==> src/pkg/wait_stop_pkg.sv <==
/*
 package for the cpu wait/stop control block: opcodes, condition code bit
 positions, stacking order. assumes an 8-bit core with a condition code byte.
*/
`default_nettype none
package wait_stop_pkg;
   // opcodes seen on the decoded-instruction port
   localparam logic [7:0] WAIT_OPCODE      = 8'h8F;
   localparam logic [7:0] STOP_OPCODE      = 8'h8E;
   localparam logic [7:0] SOFT_TRAP_OPCODE = 8'h83;
   // position of the global interrupt mask inside the condition code register
   localparam int         CCR_MASK_BIT     = 3;
   // reset value of the condition code register: mask set
   localparam logic [7:0] CCR_RESET        = 8'h08;
   // bytes pushed by the entry sequence, low address last
   localparam logic [2:0] STACK_BYTES      = 3'h5;
   // stacking slot codes
   localparam logic [2:0] SLOT_PCL         = 3'h0;
   localparam logic [2:0] SLOT_PCH         = 3'h1;
   localparam logic [2:0] SLOT_XLO         = 3'h2;
   localparam logic [2:0] SLOT_ACC         = 3'h3;
   localparam logic [2:0] SLOT_CCR         = 3'h4;
endpackage
`default_nettype wire

==> src/hdl/cpu_wait_stop_control.sv <==
/*
 wait/stop/exception entry control for an 8-bit cpu core.
 assumes: instruction decode, interrupt sources and the background debug
 serial decoder run on clock; wakeUpPin and periodicWake come from outside
 the domain and are synchronised here.
*/
// How it works
// - wait instruction clears the global interrupt mask bit
// - after wait, cpu clocks are gated until interrupt, background command or reset
// - interrupt during wait restarts clocks, then normal entry sequence
// - background command during wait restarts clocks, enters active background
// - stop normally halts all clocks and oscillator; external wake needed
// - optional minimal clocks in stop let a periodic signal wake
// - debug enable set keeps oscillator running through stop
// - background command during stop with debug enable set enters background
// - soft trap opcode takes entry sequence regardless of mask
// - entry stacking never pushes the upper index byte
`timescale 1ns/1ps
`default_nettype none
module cpu_wait_stop_control (
   input  wire logic       clock,
   input  wire logic       rst_n,
   input  wire logic       clockEnable,
   input  wire logic       opcodeValid,
   input  wire logic [7:0] opcode,
   input  wire logic       irqRequest,
   input  wire logic       backgroundCommand,
   input  wire logic       debugEnableSet,
   input  wire logic       resetIntoBackground,
   input  wire logic       keepClocksInStop,
   input  wire logic       wakeUpPin,
   input  wire logic       periodicWake,
   input  wire logic       ccrWrite,
   input  wire logic [7:0] ccrWriteData,
   output logic [7:0]      ccrOut,
   output logic            cpuClockGate,
   output logic            oscEnable,
   output logic            activeBackground,
   output logic            stackPush,
   output logic [2:0]      stackSlot,
   output logic            vectorFetch,
   output logic            debugEnable
);
   typedef enum logic [4:0] {
      RUN   = 5'h01,
      WAITS = 5'h02,
      STOPS = 5'h04,
      STACK = 5'h08,
      BKGND = 5'h10
   } mode_e;

   mode_e      mode_reg, mode_next;
   logic [7:0] ccr_reg, ccr_next;
   logic [2:0] slot_reg, slot_next;
   logic       dbg_reg, dbg_next;
   logic       push_reg, push_next;
   logic       vec_reg, vec_next;
   logic       rstSeen_reg, rstSeen_next;
   logic [1:0] wakeSync_reg, periodicSync_reg;

   function automatic logic isOp(input logic v, input logic [7:0] o, input logic [7:0] c);
      return v && (o == c);
   endfunction

   // two stages before anything reads the pins
   always_ff @(posedge clock or negedge rst_n) begin
      if (!rst_n) begin
         wakeSync_reg     <= 2'h0;
         periodicSync_reg <= 2'h0;
      end else if (clockEnable) begin
         wakeSync_reg     <= {wakeSync_reg[0], wakeUpPin};
         periodicSync_reg <= {periodicSync_reg[0], periodicWake};
      end
   end

   logic wakeLevel, periodicLevel;
   assign wakeLevel     = wakeSync_reg[1];
   assign periodicLevel = periodicSync_reg[1];

   always_comb begin
      mode_next    = mode_reg;
      ccr_next     = ccr_reg;
      slot_next    = slot_reg;
      dbg_next     = dbg_reg || debugEnableSet;
      push_next    = 1'b0;
      vec_next     = 1'b0;
      rstSeen_next = 1'b1;
      // reset into background sets debug enable once after release
      if (!rstSeen_reg && resetIntoBackground) begin
         dbg_next  = 1'b1;
         mode_next = BKGND;
      end
      if (ccrWrite) begin
         ccr_next = ccrWriteData;
      end
      unique case (mode_reg)
         RUN: begin
            if (isOp(opcodeValid, opcode, wait_stop_pkg::WAIT_OPCODE)) begin
               ccr_next[wait_stop_pkg::CCR_MASK_BIT] = 1'b0;
               mode_next = WAITS;
            end else if (isOp(opcodeValid, opcode, wait_stop_pkg::STOP_OPCODE)) begin
               mode_next = STOPS;
            end else if (isOp(opcodeValid, opcode, wait_stop_pkg::SOFT_TRAP_OPCODE)
                         || (irqRequest && !ccr_reg[wait_stop_pkg::CCR_MASK_BIT])) begin
               mode_next = STACK;
               slot_next = wait_stop_pkg::SLOT_PCL;
            end
         end
         WAITS: begin
            // background wins over a pending interrupt
            if (backgroundCommand) begin
               mode_next = BKGND;
            end else if (irqRequest) begin
               mode_next = STACK;
               slot_next = wait_stop_pkg::SLOT_PCL;
            end
         end
         STOPS: begin
            if (backgroundCommand && dbg_reg) begin
               mode_next = BKGND;
            // external wake; periodic wake only with clocks kept
            end else if (wakeLevel || (keepClocksInStop && periodicLevel)) begin
               mode_next = STACK;
               slot_next = wait_stop_pkg::SLOT_PCL;
            end
         end
         STACK: begin
            // five slots, upper index byte never among them
            push_next = 1'b1;
            if (slot_reg == wait_stop_pkg::SLOT_CCR) begin
               ccr_next[wait_stop_pkg::CCR_MASK_BIT] = 1'b1;
               vec_next  = 1'b1;
               mode_next = RUN;
            end else begin
               slot_next = slot_reg + 3'h1;
            end
         end
         BKGND: begin
            // leaves on the next valid opcode strobe from decode, whatever its value
            if (opcodeValid) begin
               mode_next = RUN;
            end
         end
         default: mode_next = RUN;
      endcase
   end

   always_ff @(posedge clock or negedge rst_n) begin
      if (!rst_n) begin
         mode_reg    <= RUN;
         ccr_reg     <= wait_stop_pkg::CCR_RESET;
         slot_reg    <= wait_stop_pkg::SLOT_PCL;
         dbg_reg     <= 1'b0;
         push_reg    <= 1'b0;
         vec_reg     <= 1'b0;
         rstSeen_reg <= 1'b0;
      end else if (clockEnable) begin
         mode_reg    <= mode_next;
         ccr_reg     <= ccr_next;
         slot_reg    <= slot_next;
         dbg_reg     <= dbg_next;
         push_reg    <= push_next;
         vec_reg     <= vec_next;
         rstSeen_reg <= rstSeen_next;
      end
   end

   // output flops; gate and oscillator derived from next mode so they track mode_reg
   logic gate_reg, osc_reg, bg_reg;
   logic [2:0] slotOut_reg;
   always_ff @(posedge clock or negedge rst_n) begin
      if (!rst_n) begin
         gate_reg    <= 1'b1;
         osc_reg     <= 1'b1;
         bg_reg      <= 1'b0;
         slotOut_reg <= wait_stop_pkg::SLOT_PCL;
      end else if (clockEnable) begin
         gate_reg    <= (mode_next != WAITS) && (mode_next != STOPS);
         // debug enable holds oscillator in stop
         osc_reg     <= (mode_next != STOPS) || dbg_next || keepClocksInStop;
         bg_reg      <= (mode_next == BKGND);
         slotOut_reg <= slot_reg;
      end
   end

   assign ccrOut           = ccr_reg;
   assign cpuClockGate     = gate_reg;
   assign oscEnable        = osc_reg;
   assign activeBackground = bg_reg;
   assign stackPush        = push_reg;
   assign stackSlot        = slotOut_reg;
   assign vectorFetch      = vec_reg;
   assign debugEnable      = dbg_reg;
endmodule
`default_nettype wire

==> config.mk <==
export PLATFORM = sky130hd
export DESIGN_NAME = cpu_wait_stop_control
export DESIGN_NICKNAME = d
export VERILOG_FILES = /design/src/pkg/wait_stop_pkg.sv /design/src/hdl/cpu_wait_stop_control.sv
export SDC_FILE = /design/constraint.sdc
export NUM_CORES = 1
export LEC_CHECK = 0
export BUFFER_PORTS_ARGS = -buffer_cell sky130_fd_sc_hd__buf_2
export CORE_MARGIN = 3
export CORE_UTILIZATION = 50
export DETAILED_ROUTE_END_ITERATION = 6
export PLACE_DENSITY_LB_ADDON = 0.12
export SYNTH_ARGS = -nofsm -noshare
export SYNTH_HDL_FRONTEND = slang
export SYNTH_SLANG_ARGS = --single-unit
==> constraint.sdc <==
create_clock -name clock -period 6.68 [get_ports clock]
set_clock_uncertainty 0.05 [all_clocks]
set_input_delay 0.668 -clock clock [delete_from_list [all_inputs] [get_ports clock]]
set_output_delay 0.668 -clock clock [all_outputs]
set_load 0.03 [all_outputs]
# Word-level counts from Yosys, hierarchy flattened
# Index checks and enable logic that the tools add are counted.
# word_totals
input_bits,28
register_bits,30
word_cells,81
output_inout_bits,17
# classes
n_mux,28
add_sub_neg,1
reduce_logical,18
eq_ne,20
# op_table
op,count
2-to-1 mux 5 bit,10
case mux 5 bit (5 select lines),1
"== test 8 bit, second input constant",3
2-to-1 mux 3 bit,8
"!= test 2 bit, second input constant",8
case mux 3 bit (4 select lines),1
"== test 5 bit, second input constant",2
AND reduction 10 bit,1
logical AND 1 bit,8
2-to-1 mux 1 bit,6
"== test 5 x 1 -> 1 bit, second input constant",1
"== test 5 x 2 -> 1 bit, second input constant",1
"== test 5 x 3 -> 1 bit, second input constant",1
"== test 5 x 4 -> 1 bit, second input constant",1
logical OR 1 bit,5
"!= test 5 x 2 -> 1 bit, second input constant",1
"!= test 5 x 3 -> 1 bit, second input constant",1
2-to-1 mux 4 bit,1
nonzero test 4 bit,1
"adder 3 x 1 -> 3 bit, second input constant",1
"== test 3 bit, second input constant",1
zero test 1 bit,2
case mux 1 bit (2 select lines),1
AND reduction 2 bit,1

# Depth between registers and ports, before layout
# Gate-level depths: netlist (run 1).
# logic_depth
depth_word,10
depth_mapped,7
mapped_depth_nobuf,7

# Worst setup path before layout (run 1)
# Ideal clock, no wire load.
# synth_path
kind,reg-to-reg
start,reg mode_reg[3]
end,reg mode_reg[2]
path_stages_with_launch,6
path_slack_ps,4528
arrival_time_ps,2037
period_less_slack_ps,2152
setup_ps,65
required_ps,6565
n_path_buf,0
cell_sequence,dfrtp_1 > or4b_4 > or4b_1 > and4_4 > a221oi_2 > mux2_2
# synth_between
elab_chain_cells,2
elab_cells_between_ends,6
cone_classes,5 x eq/ne; 1 x mux
# synth_rtl
element,line,text
from (decl),cpu_wait_stop_control.sv:52,"mode_e mode_reg, mode_next;"
from (signal assigned),cpu_wait_stop_control.sv:158,mode_reg <= mode_next;
== test 5 bit (tied with other cells),cpu_wait_stop_control.sv:96,unique case (mode_reg)
case mux 5 bit (5 select lines) *,cpu_wait_stop_control.sv:96,
# Every way passes the cells marked *; elsewhere a longest branch is shown, timed or not.
# A chain may end at the register's enable or synchronous reset.

# Worst setup path after layout (run 1)
# Same ends and word-level chain as after synthesis.

==> results_dict.tcl, run 1 <==
set metrics [dict create \
    status "complete, no violations" \
    area_growth_pct 17.2 \
    routed_via_density 5.83 \
    syn_avg_cell_area_sq_um 10.2 \
    die_x_um 64.8 \
    syn-num-nets 200 \
    synth_edf_count 0 \
    grt_pass1_vias 1509 \
    setup_viol 0 \
    synth-main-ff-cell "dfrtp_1" \
    critPathLaunchType "register" \
    p_per_area_nw_per_um2 280 \
    dieArea_sq_um 4200 \
    final_area_sq_um 2030 \
    drtIter0Drc 46 \
    crit_path_end_kind "register" \
    synth.yosys.warnings 0 \
    drcViolationCount 0 \
    row_count 20 \
    finalSetupTns_ns 0 \
    hold_viol 0 \
    power.leakage_nw 0.933 \
    fillers 284 \
    fmax_ghz 0.405 \
    cts_tree "built" \
    syn_inst 170 \
    nets 246 \
    hpwl_um 3110 \
    ctsHoldBuffers 0 \
    cts.clk_slew.worst_paths_ns 0.09 \
    routed_wl_um 4020 \
    yosysSeqAreaShare_pct 43.7 \
    fp.coreArea_sq_um 3180 \
    reg2reg_depth 5 \
    r2r-end "mode_reg[2]" \
    ant_nets 0 \
    largest_reg_flops 8 \
    grt_pass1_wl_um 6720 \
    cts-root-buf "clkbuf_4" \
    clk-insertion-delay-late_ns 0.32 \
    crit_arrival_ns 2.69 \
    first_pass_iters 4 \
    worst_slew_pin_slew_ns 0.691 \
    hold_path_class "in -> async" \
    cts_buffers 5 \
    pin_count 45 \
    ir_worst_vdd_v 0.000201 \
    rrSetupSlack_ns 4.21 \
    wire_per_inst_um 15.4 \
    via_count 1522 \
    drive_above_1_share_pct 38.2 \
    io_buffer_count 44 \
    gr-total-overflow 0 \
    max_cap_violations 0 \
    post-cts-setup-buffers 0 \
    synth_area_sq_um 1730 \
    grt_max_degree 31 \
    period_needed_ns 2.47 \
    cp_max_fo 11 \
    initial_core_util_pct 54.4 \
    seq_area_sq_um 756 \
    relSlewSlack_pct 53.3 \
    synth_seq_cells 30 \
    antenna_cells 0 \
    min_period_over_period_pct 37.0 \
    critical_path_class "reg -> reg" \
    ys_async_sr_fraction_pct 100 \
    synth_cell_types 51 \
    cts_buffer_depth 2 \
    clock-sinks 30 \
    required_ns 6.90 \
    rsz0062_at_grt "false" \
    grt_usage_pct 20.9 \
    placed_cell_area_sq_um 1970 \
    drv_slew 0 \
    r2r_start "mode_reg[3]" \
    antenna_found_initial 0 \
    gp_congestion 0.860 \
    multi_input_area_sq_um 906 \
    die_h_um 64.8 \
    ctsHtreeMaxLevel 2 \
    ctsResizeCount 0 \
]
-- cell usage in the layout, fill, tap and decap left out, drive strengths merged, types with 4 or more instances in the layout --
master   n
nor4     4
clkbuf   7
dfrtp   26
nand2   11
nand3    6
buf     44
a21oi    8
nor3     5
inv      8
a211oi   4
dfstp    4
nor2b    5
mux2    18
nor2    13
nand2b   4
-- where the power goes --
part,internal [W],switching [W],leakage (nW)
combinational,0.0000824,0.000121,0.538
sequential,0.000220,0.0000343,0.360
clock,0.0000509,0.0000591,0.0353
total,0.000353,0.000214,0.933
-- cells in the mapped netlist, types with 4 or more instances --
library cell  instances  share of area (%)
dfstp_2               4                6.1
nor3_1                5                1.4
nand2_1              11                2.4
nor4_1                4                1.4
inv_1                 8                1.7
nor2_1               13                2.8
nand2b_1              4                1.4
nor2b_1               5                1.8
a21oi_1               8                2.3
mux2_2               18                 12
a211oi_1              4                1.7
dfrtp_1              26                 38
nand3_1               6                1.7
-- metrics by stage --
stage | worst slack, ns | power [W] | hold slack, ns | util [%] | std cells
finish | 4.21 | 0.000567 | 0.311 | 63.8 | 261
global route | 4.09 | 0.000605 | 0.339 | 63.8 | 261
CTS | 4.22 | 0.000572 | 0.324 | 63.8 | 261
detailed placement | 4.13 | 0.000460 | 0.422 | 61.9 | 253
global placement | 4.14 | 0.000452 | 0.420 | 61.9 | 253
floorplan | 4.53 | 0.000398 | 0.322 | - | 170
-- worst max-delay path: stages, from the launching register on --
cell and delay (ns):
dfrtp_1 0.52, or4b_4 0.61, or4b_1 0.51, and4_4 0.21, a221oi_2 0.31, mux2_2 0.21
-- layer usage --
| metal | vias to the layer above | wire length (um) | track usage [%] |
|---|---|---|---|
| met2 | 76 | 1990 | 35.4 |
| met1 | 719 | 1670 | 26.0 |
| li1 | 722 | - | - |
| met3 | 5 | 301 | 5.03 |
| met5 | - | 0 | 0 |
| met4 | 0 | 57 | 7.12 |
-- worst max-delay path by stage --
stage                        endpoint  cells after the start   startpoint  slack (ns)
final                     mode_reg[2]                      5  mode_reg[3]        4.21
after global routing      mode_reg[2]                      5  mode_reg[3]        4.09
after CTS                 mode_reg[2]                      5  mode_reg[3]        4.22
after detailed placement  mode_reg[3]                      6  opcodeValid        4.13
after global placement    mode_reg[3]                      6  opcodeValid        4.14
after floorplan           mode_reg[2]                      5  mode_reg[3]        4.53
-- logic make-up (layout without fill, tap and decap cells) --
kind of cell | after synthesis | in the layout | synth area share [%]
adders and majority gates | 2 | 2 | 1.45
muxes | 18 | 18 | 11.7
DFF | 30 | 30 | 43.7
xor gates and xnor gates | 1 | 1 | 0.507
buffers and inverters | 13 | 60 | 3.91
and+or+nand+nor | 73 | 73 | 25.0
AOI/OAI and AO/OA | 33 | 33 | 13.7
-- final cells by class --
class                      instances  area share, %
tap                               44           2.72
clock inverter                     1          0.247
sequential                        30           37.3
inverter                           8           1.48
clock buffer                       7           2.72
multi-input combinational        127           44.7
timing repair buffer              44           10.9
Power figures use the tool's default switching activity.
==> run 2, diff against run 1 <==
- clock period: 6.68 -> 2.35 ns (I/O delays scaled with it)
==> results_dict.tcl, run 2 (synthesis gave the netlist of run 1 again) <==
set metrics [dict create \
    area_growth_pct 22.3 \
    critical_path.cell_chain "or4b_4 > or4b_1 > and4_4 > a221oi_4 > mux2_2" \
    layout_common_cells "buf_2, dfrtp_1, mux2_2" \
    critPathLaunchType "register" \
    finalPower_w 0.00166 \
    routed_wl_um 4190 \
    critPathSlowestCell "or4b_4" \
    cts.clk_slew.worst_paths_ns 0.09 \
    first_pass_iters 4 \
    gr-total-overflow 0 \
    required_ns 2.58 \
    grt_usage_pct 22.7 \
    pin_count 45 \
    drv_slew 0 \
    hold_path_class "in -> reg" \
    p_per_area_nw_per_um2 786 \
    fillers 283 \
    status "complete, no violations" \
    cp_max_fo 4 \
    drive_above_1_share_pct 41.2 \
    antenna_found_initial 0 \
    layout_commonest_cell "buf_2" \
    ir_worst_vdd_v 0.000607 \
    clock-sinks 30 \
    drtIter0Drc 103 \
    crit_path_end_kind "register" \
    drcViolationCount 0 \
    crit_arrival_ns 2.47 \
    ctsHtreeMaxLevel 2 \
    rsz0062_at_grt "false" \
    grt_pass1_wl_um 7250 \
    fmax_ghz 0.445 \
    grt_max_degree 31 \
    clk-insertion-delay-late_ns 0.33 \
    row_count 20 \
    fin_ws_ns 0.105 \
    wire_per_inst_um 15.5 \
    fp.coreArea_sq_um 3180 \
    cts_buffer_depth 2 \
    period_needed_ns 2.24 \
    via_count 1538 \
    cts-root-buf "clkbuf_4" \
    rrSetupSlack_ns 0.11 \
    largest_reg_flops 8 \
    gp_congestion 0.863 \
    cts_tree "built" \
    hpwl_um 3250 \
    setup_viol 0 \
    dp_slack_ns 0.0822 \
    worst_slew_pin_slew_ns 0.653 \
    routed_via_density 5.70 \
    cts_buffers 5 \
    antenna_cells 0 \
    die_x_um 64.8 \
    ant_nets 0 \
    dieArea_sq_um 4200 \
    min_period_over_period_pct 95.5 \
    cpPeakStageDelay_ns 0.55 \
    initial_core_util_pct 54.4 \
    grt_pass1_vias 1561 \
    post-cts-setup-buffers 0 \
    critical_path_class "reg -> reg" \
    power.leakage_nw 0.998 \
    crit_family "simple AND/OR/NAND/NOR gates" \
    nets 255 \
    hold_viol 0 \
    relSlewSlack_pct 56.4 \
    die_h_um 64.8 \
    io_buffer_count 44 \
    max_cap_violations 0 \
    finalSetupTns_ns 0 \
    crit_buf_inv 0 \
]
## run 2: area by class of cell
cell class	count	area [sq um]	area share, %
Clock buffer	7	55.1	2.60
Clock inverter	1	5.00	0.237
Inverter	8	30.0	1.42
Multi-Input combinational cell	127	922	43.6
Sequential cell	30	757	35.8
Tap cell	44	55.1	2.60
Timing Repair Buffer	53	290	13.7
## run 2: power by group
part	total, W	leakage (nW)	internal (W)	switching, W
combinational	0.000645	0.605	0.000259	0.000386
clock	0.000318	0.0353	0.000145	0.000173
sequential	0.000700	0.358	0.000625	0.0000748
total	0.00166	0.998	0.00103	0.000633
## run 2: repair_timing
item / CTS / global route
hold buffers: 1 / 0
endpoints found under the hold margin: 26 / 0
setup endpoints to repair: 0 / 4
resized for setup: 0 / 3
## run 2: worst paths after layout
kind,from,end,depth (start not counted)
max,mode_reg[3],mode_reg[2],5
min,periodicWake,periodicSync_reg[0],2
max in group asynchronous,rst_n,mode_reg[2],2
min reg2reg,cpuClockGate,cpuClockGate,2
max reg2reg,mode_reg[3],mode_reg[2],5
min in group asynchronous,rst_n,rstSeen_reg,2
## run 2: metrics by stage
stage,instance area [sq um],hold slack [ns],util (%),cells
after floorplan,1730,-0.111,-,170
after global placement,2030,0.236,63.8,261
after detailed placement,2030,0.259,63.8,261
after CTS,2100,0.0611,66.0,270
after global routing,2110,0.0482,66.5,270
final,2110,0.0798,66.5,270
## run 2: routing by layer
| layer | up-vias | wire [um] | share of wire (%) | global-route usage [%] |
|---|---|---|---|---|
| met2 | 56 | 2070 | 49 | 37.7 |
| met1 | 732 | 1740 | 41 | 27.6 |
| met3 | 8 | 313 | 7.5 | 7.11 |
| li1 | 742 | - | - | - |
| met4 | 0 | 65 | 1.6 | 8.44 |
| met5 | - | 0 | 0 | 0 |
==> run 3, diff against run 2 <==
==> constraint.sdc (replaced) <==
create_clock -name clock -period 2.35 [get_ports clock]
set_clock_uncertainty 0.05 [all_clocks]
set_input_delay 0.1175 -clock clock [delete_from_list [all_inputs] [get_ports clock]]
set_output_delay 0.1175 -clock clock [all_outputs]
set_load 0.03 [all_outputs]
==> results_dict.tcl, run 3 (synthesis gave the netlist of run 1 again) <==
set metrics [dict create \
    drtIter0Drc 72 \
    area_growth_pct 25.9 \
    fillers 265 \
    routed_wl_um 4120 \
    ir_worst_vdd_v 0.000505 \
    hold_path_class "in -> reg" \
    worst_slew_pin_slew_ns 0.651 \
    critPathLaunchType "register" \
    status "complete, no violations" \
    grt_max_degree 31 \
    cts-root-buf "clkbuf_4" \
    largest_reg_flops 8 \
    finalSetupTns_ns 0 \
    pin_count 45 \
    ctsHtreeMaxLevel 2 \
    antenna_found_initial 0 \
    clkPwrFrac_pct 19.7 \
    critical_path_class "reg -> reg" \
    grt_pass1_wl_um 7250 \
    initial_core_util_pct 54.4 \
    crit_arrival_ns 2.50 \
    clk-insertion-delay-late_ns 0.34 \
    row_count 20 \
    cts_buffers 5 \
    met1_length_um 1730 \
    rsz0062_at_grt "false" \
    ant_nets 0 \
    r2r_start "mode_reg[0]" \
    via_count 1555 \
    drcViolationCount 0 \
    reg2reg_depth 5 \
    fmax_ghz 0.441 \
    routed_via_density 5.61 \
    min_period_over_period_pct 96.6 \
    max_cap_violations 0 \
    hold_depth 3 \
    die_h_um 64.8 \
    setup_viol 0 \
    layout_commonest_cell "buf_2" \
    grt_usage_pct 22.3 \
    placed_cell_area_sq_um 2010 \
    dieArea_sq_um 4200 \
    pwr-share-seq_pct 42.1 \
    layout_common_cells "buf_2, dfrtp_1, mux2_2" \
    gp_congestion 0.884 \
    cp_max_fo 7 \
    power.internal_w 0.00103 \
    drv_slew 0 \
    antenna_cells 0 \
    crit_path_end_kind "register" \
    nets 262 \
    top_layer "met4" \
    comb_power_share_pct 38.1 \
    fp.coreArea_sq_um 3180 \
    clock-sinks 30 \
    hpwl_um 3090 \
    rrSetupSlack_ns 0.08 \
    cts.clk_slew.worst_paths_ns 0.10 \
    holdPathEnd "debugEnable" \
    p_per_area_nw_per_um2 763 \
    power.switching_w 0.000628 \
    relSlewSlack_pct 56.0 \
    fin_util_pct 68.5 \
    grt_pass1_vias 1648 \
    hold_viol 0 \
    r2r-end "mode_reg[2]" \
    period_needed_ns 2.27 \
    power.leakage_nw 1.00 \
    wl_met3_um 247 \
    min-delay-start "debugEnableSet" \
    io_buffer_count 44 \
    met2_length_um 2020 \
    drive_above_1_share_pct 39.1 \
    required_ns 2.58 \
    wire_per_inst_um 14.9 \
    gr-total-overflow 0 \
    final_area_sq_um 2180 \
    post-cts-setup-buffers 0 \
    die_x_um 64.8 \
    cts_tree "built" \
    p_sw_share_pct 37.8 \
    cts_buffer_depth 2 \
    first_pass_iters 4 \
]
## run 3: cell types whose count changed in the layout (fill, tap and decap cells not counted)
| cell | before | now |
|---|---|---|
| dlygate4sd3_1 | 1 | 10 |
| a221oi_2 | 0 | 1 |
| nor3_2 | 1 | 0 |
| buf_4 | 8 | 6 |
| clkbuf_1 | 1 | 0 |
| a221oi_4 | 1 | 0 |
| clkinvlp_4 | 0 | 1 |
| nor3_1 | 4 | 5 |
## run 3: layer usage
metal / vias to the layer above / global-route usage [%]
li1: 755 / -
met4: 0 / 10.3
met5: - / 0
met3: 13 / 5.89
met2: 54 / 37.4
met1: 733 / 26.7
## run 3: critical path, stage by stage (launching register included)
cell      delay, ns
dfstp_2        0.41
or4b_4         0.53
or4b_1         0.51
and4_4         0.21
a221oi_2       0.30
mux2_2         0.21
## run 3: what timing repair did
| item | in CTS | in global routing |
|---|---|---|
| hold buffers | 10 | 0 |
| endpoints found under the setup margin | 0 | 1 |
| gates resized for setup | 0 | 1 |
| hold endpoints to repair | 35 | 0 |
## run 3: power by group through the flow
stage	Combinational, W	Sequential, W	Clock, W
after global routing	0.000697	0.000716	0.000365
after floorplan	0.000327	0.000803	0
after detailed placement	0.000617	0.000708	0
after CTS	0.000636	0.000699	0.000337
final	0.000633	0.000700	0.000328
after global placement	0.000607	0.000699	0
## run 3: cell type report
type                       instances  area (sq um)  share of cell area (%)
clock inverter                     2          12.5                   0.575
multi-input combinational        127           906                    41.6
sequential                        30           757                    34.8
timing repair buffer              60           365                    16.8
inverter                           8          30.0                    1.38
clock buffer                       6          51.3                    2.36
tap                               44          55.1                    2.53
## run 3: worst max path at each step
stage                     start          end  slack, ns  depth (start not counted)
floorplan           mode_reg[3]  mode_reg[2]       0.20                          5
global placement    mode_reg[2]  mode_reg[2]       0.13                          5
detailed placement  mode_reg[2]  mode_reg[2]       0.09                          5
CTS                 mode_reg[2]  mode_reg[2]       0.07                          5
global route        mode_reg[3]  mode_reg[2]     0.0009                          5
finish              mode_reg[0]  mode_reg[2]       0.08                          5
## run 3: per-stage QoR
stage | cells | total power, W | hold slack [ns] | setup slack (ns)
global route | 277 | 0.00178 | 0.0288 | 0.000914
CTS | 277 | 0.00167 | 0.000978 | 0.0659
finish | 277 | 0.00166 | 0.00635 | 0.0799
global placement | 259 | 0.00131 | 0.119 | 0.130
detailed placement | 259 | 0.00132 | 0.130 | 0.0939
floorplan | 170 | 0.00113 | -0.228 | 0.198
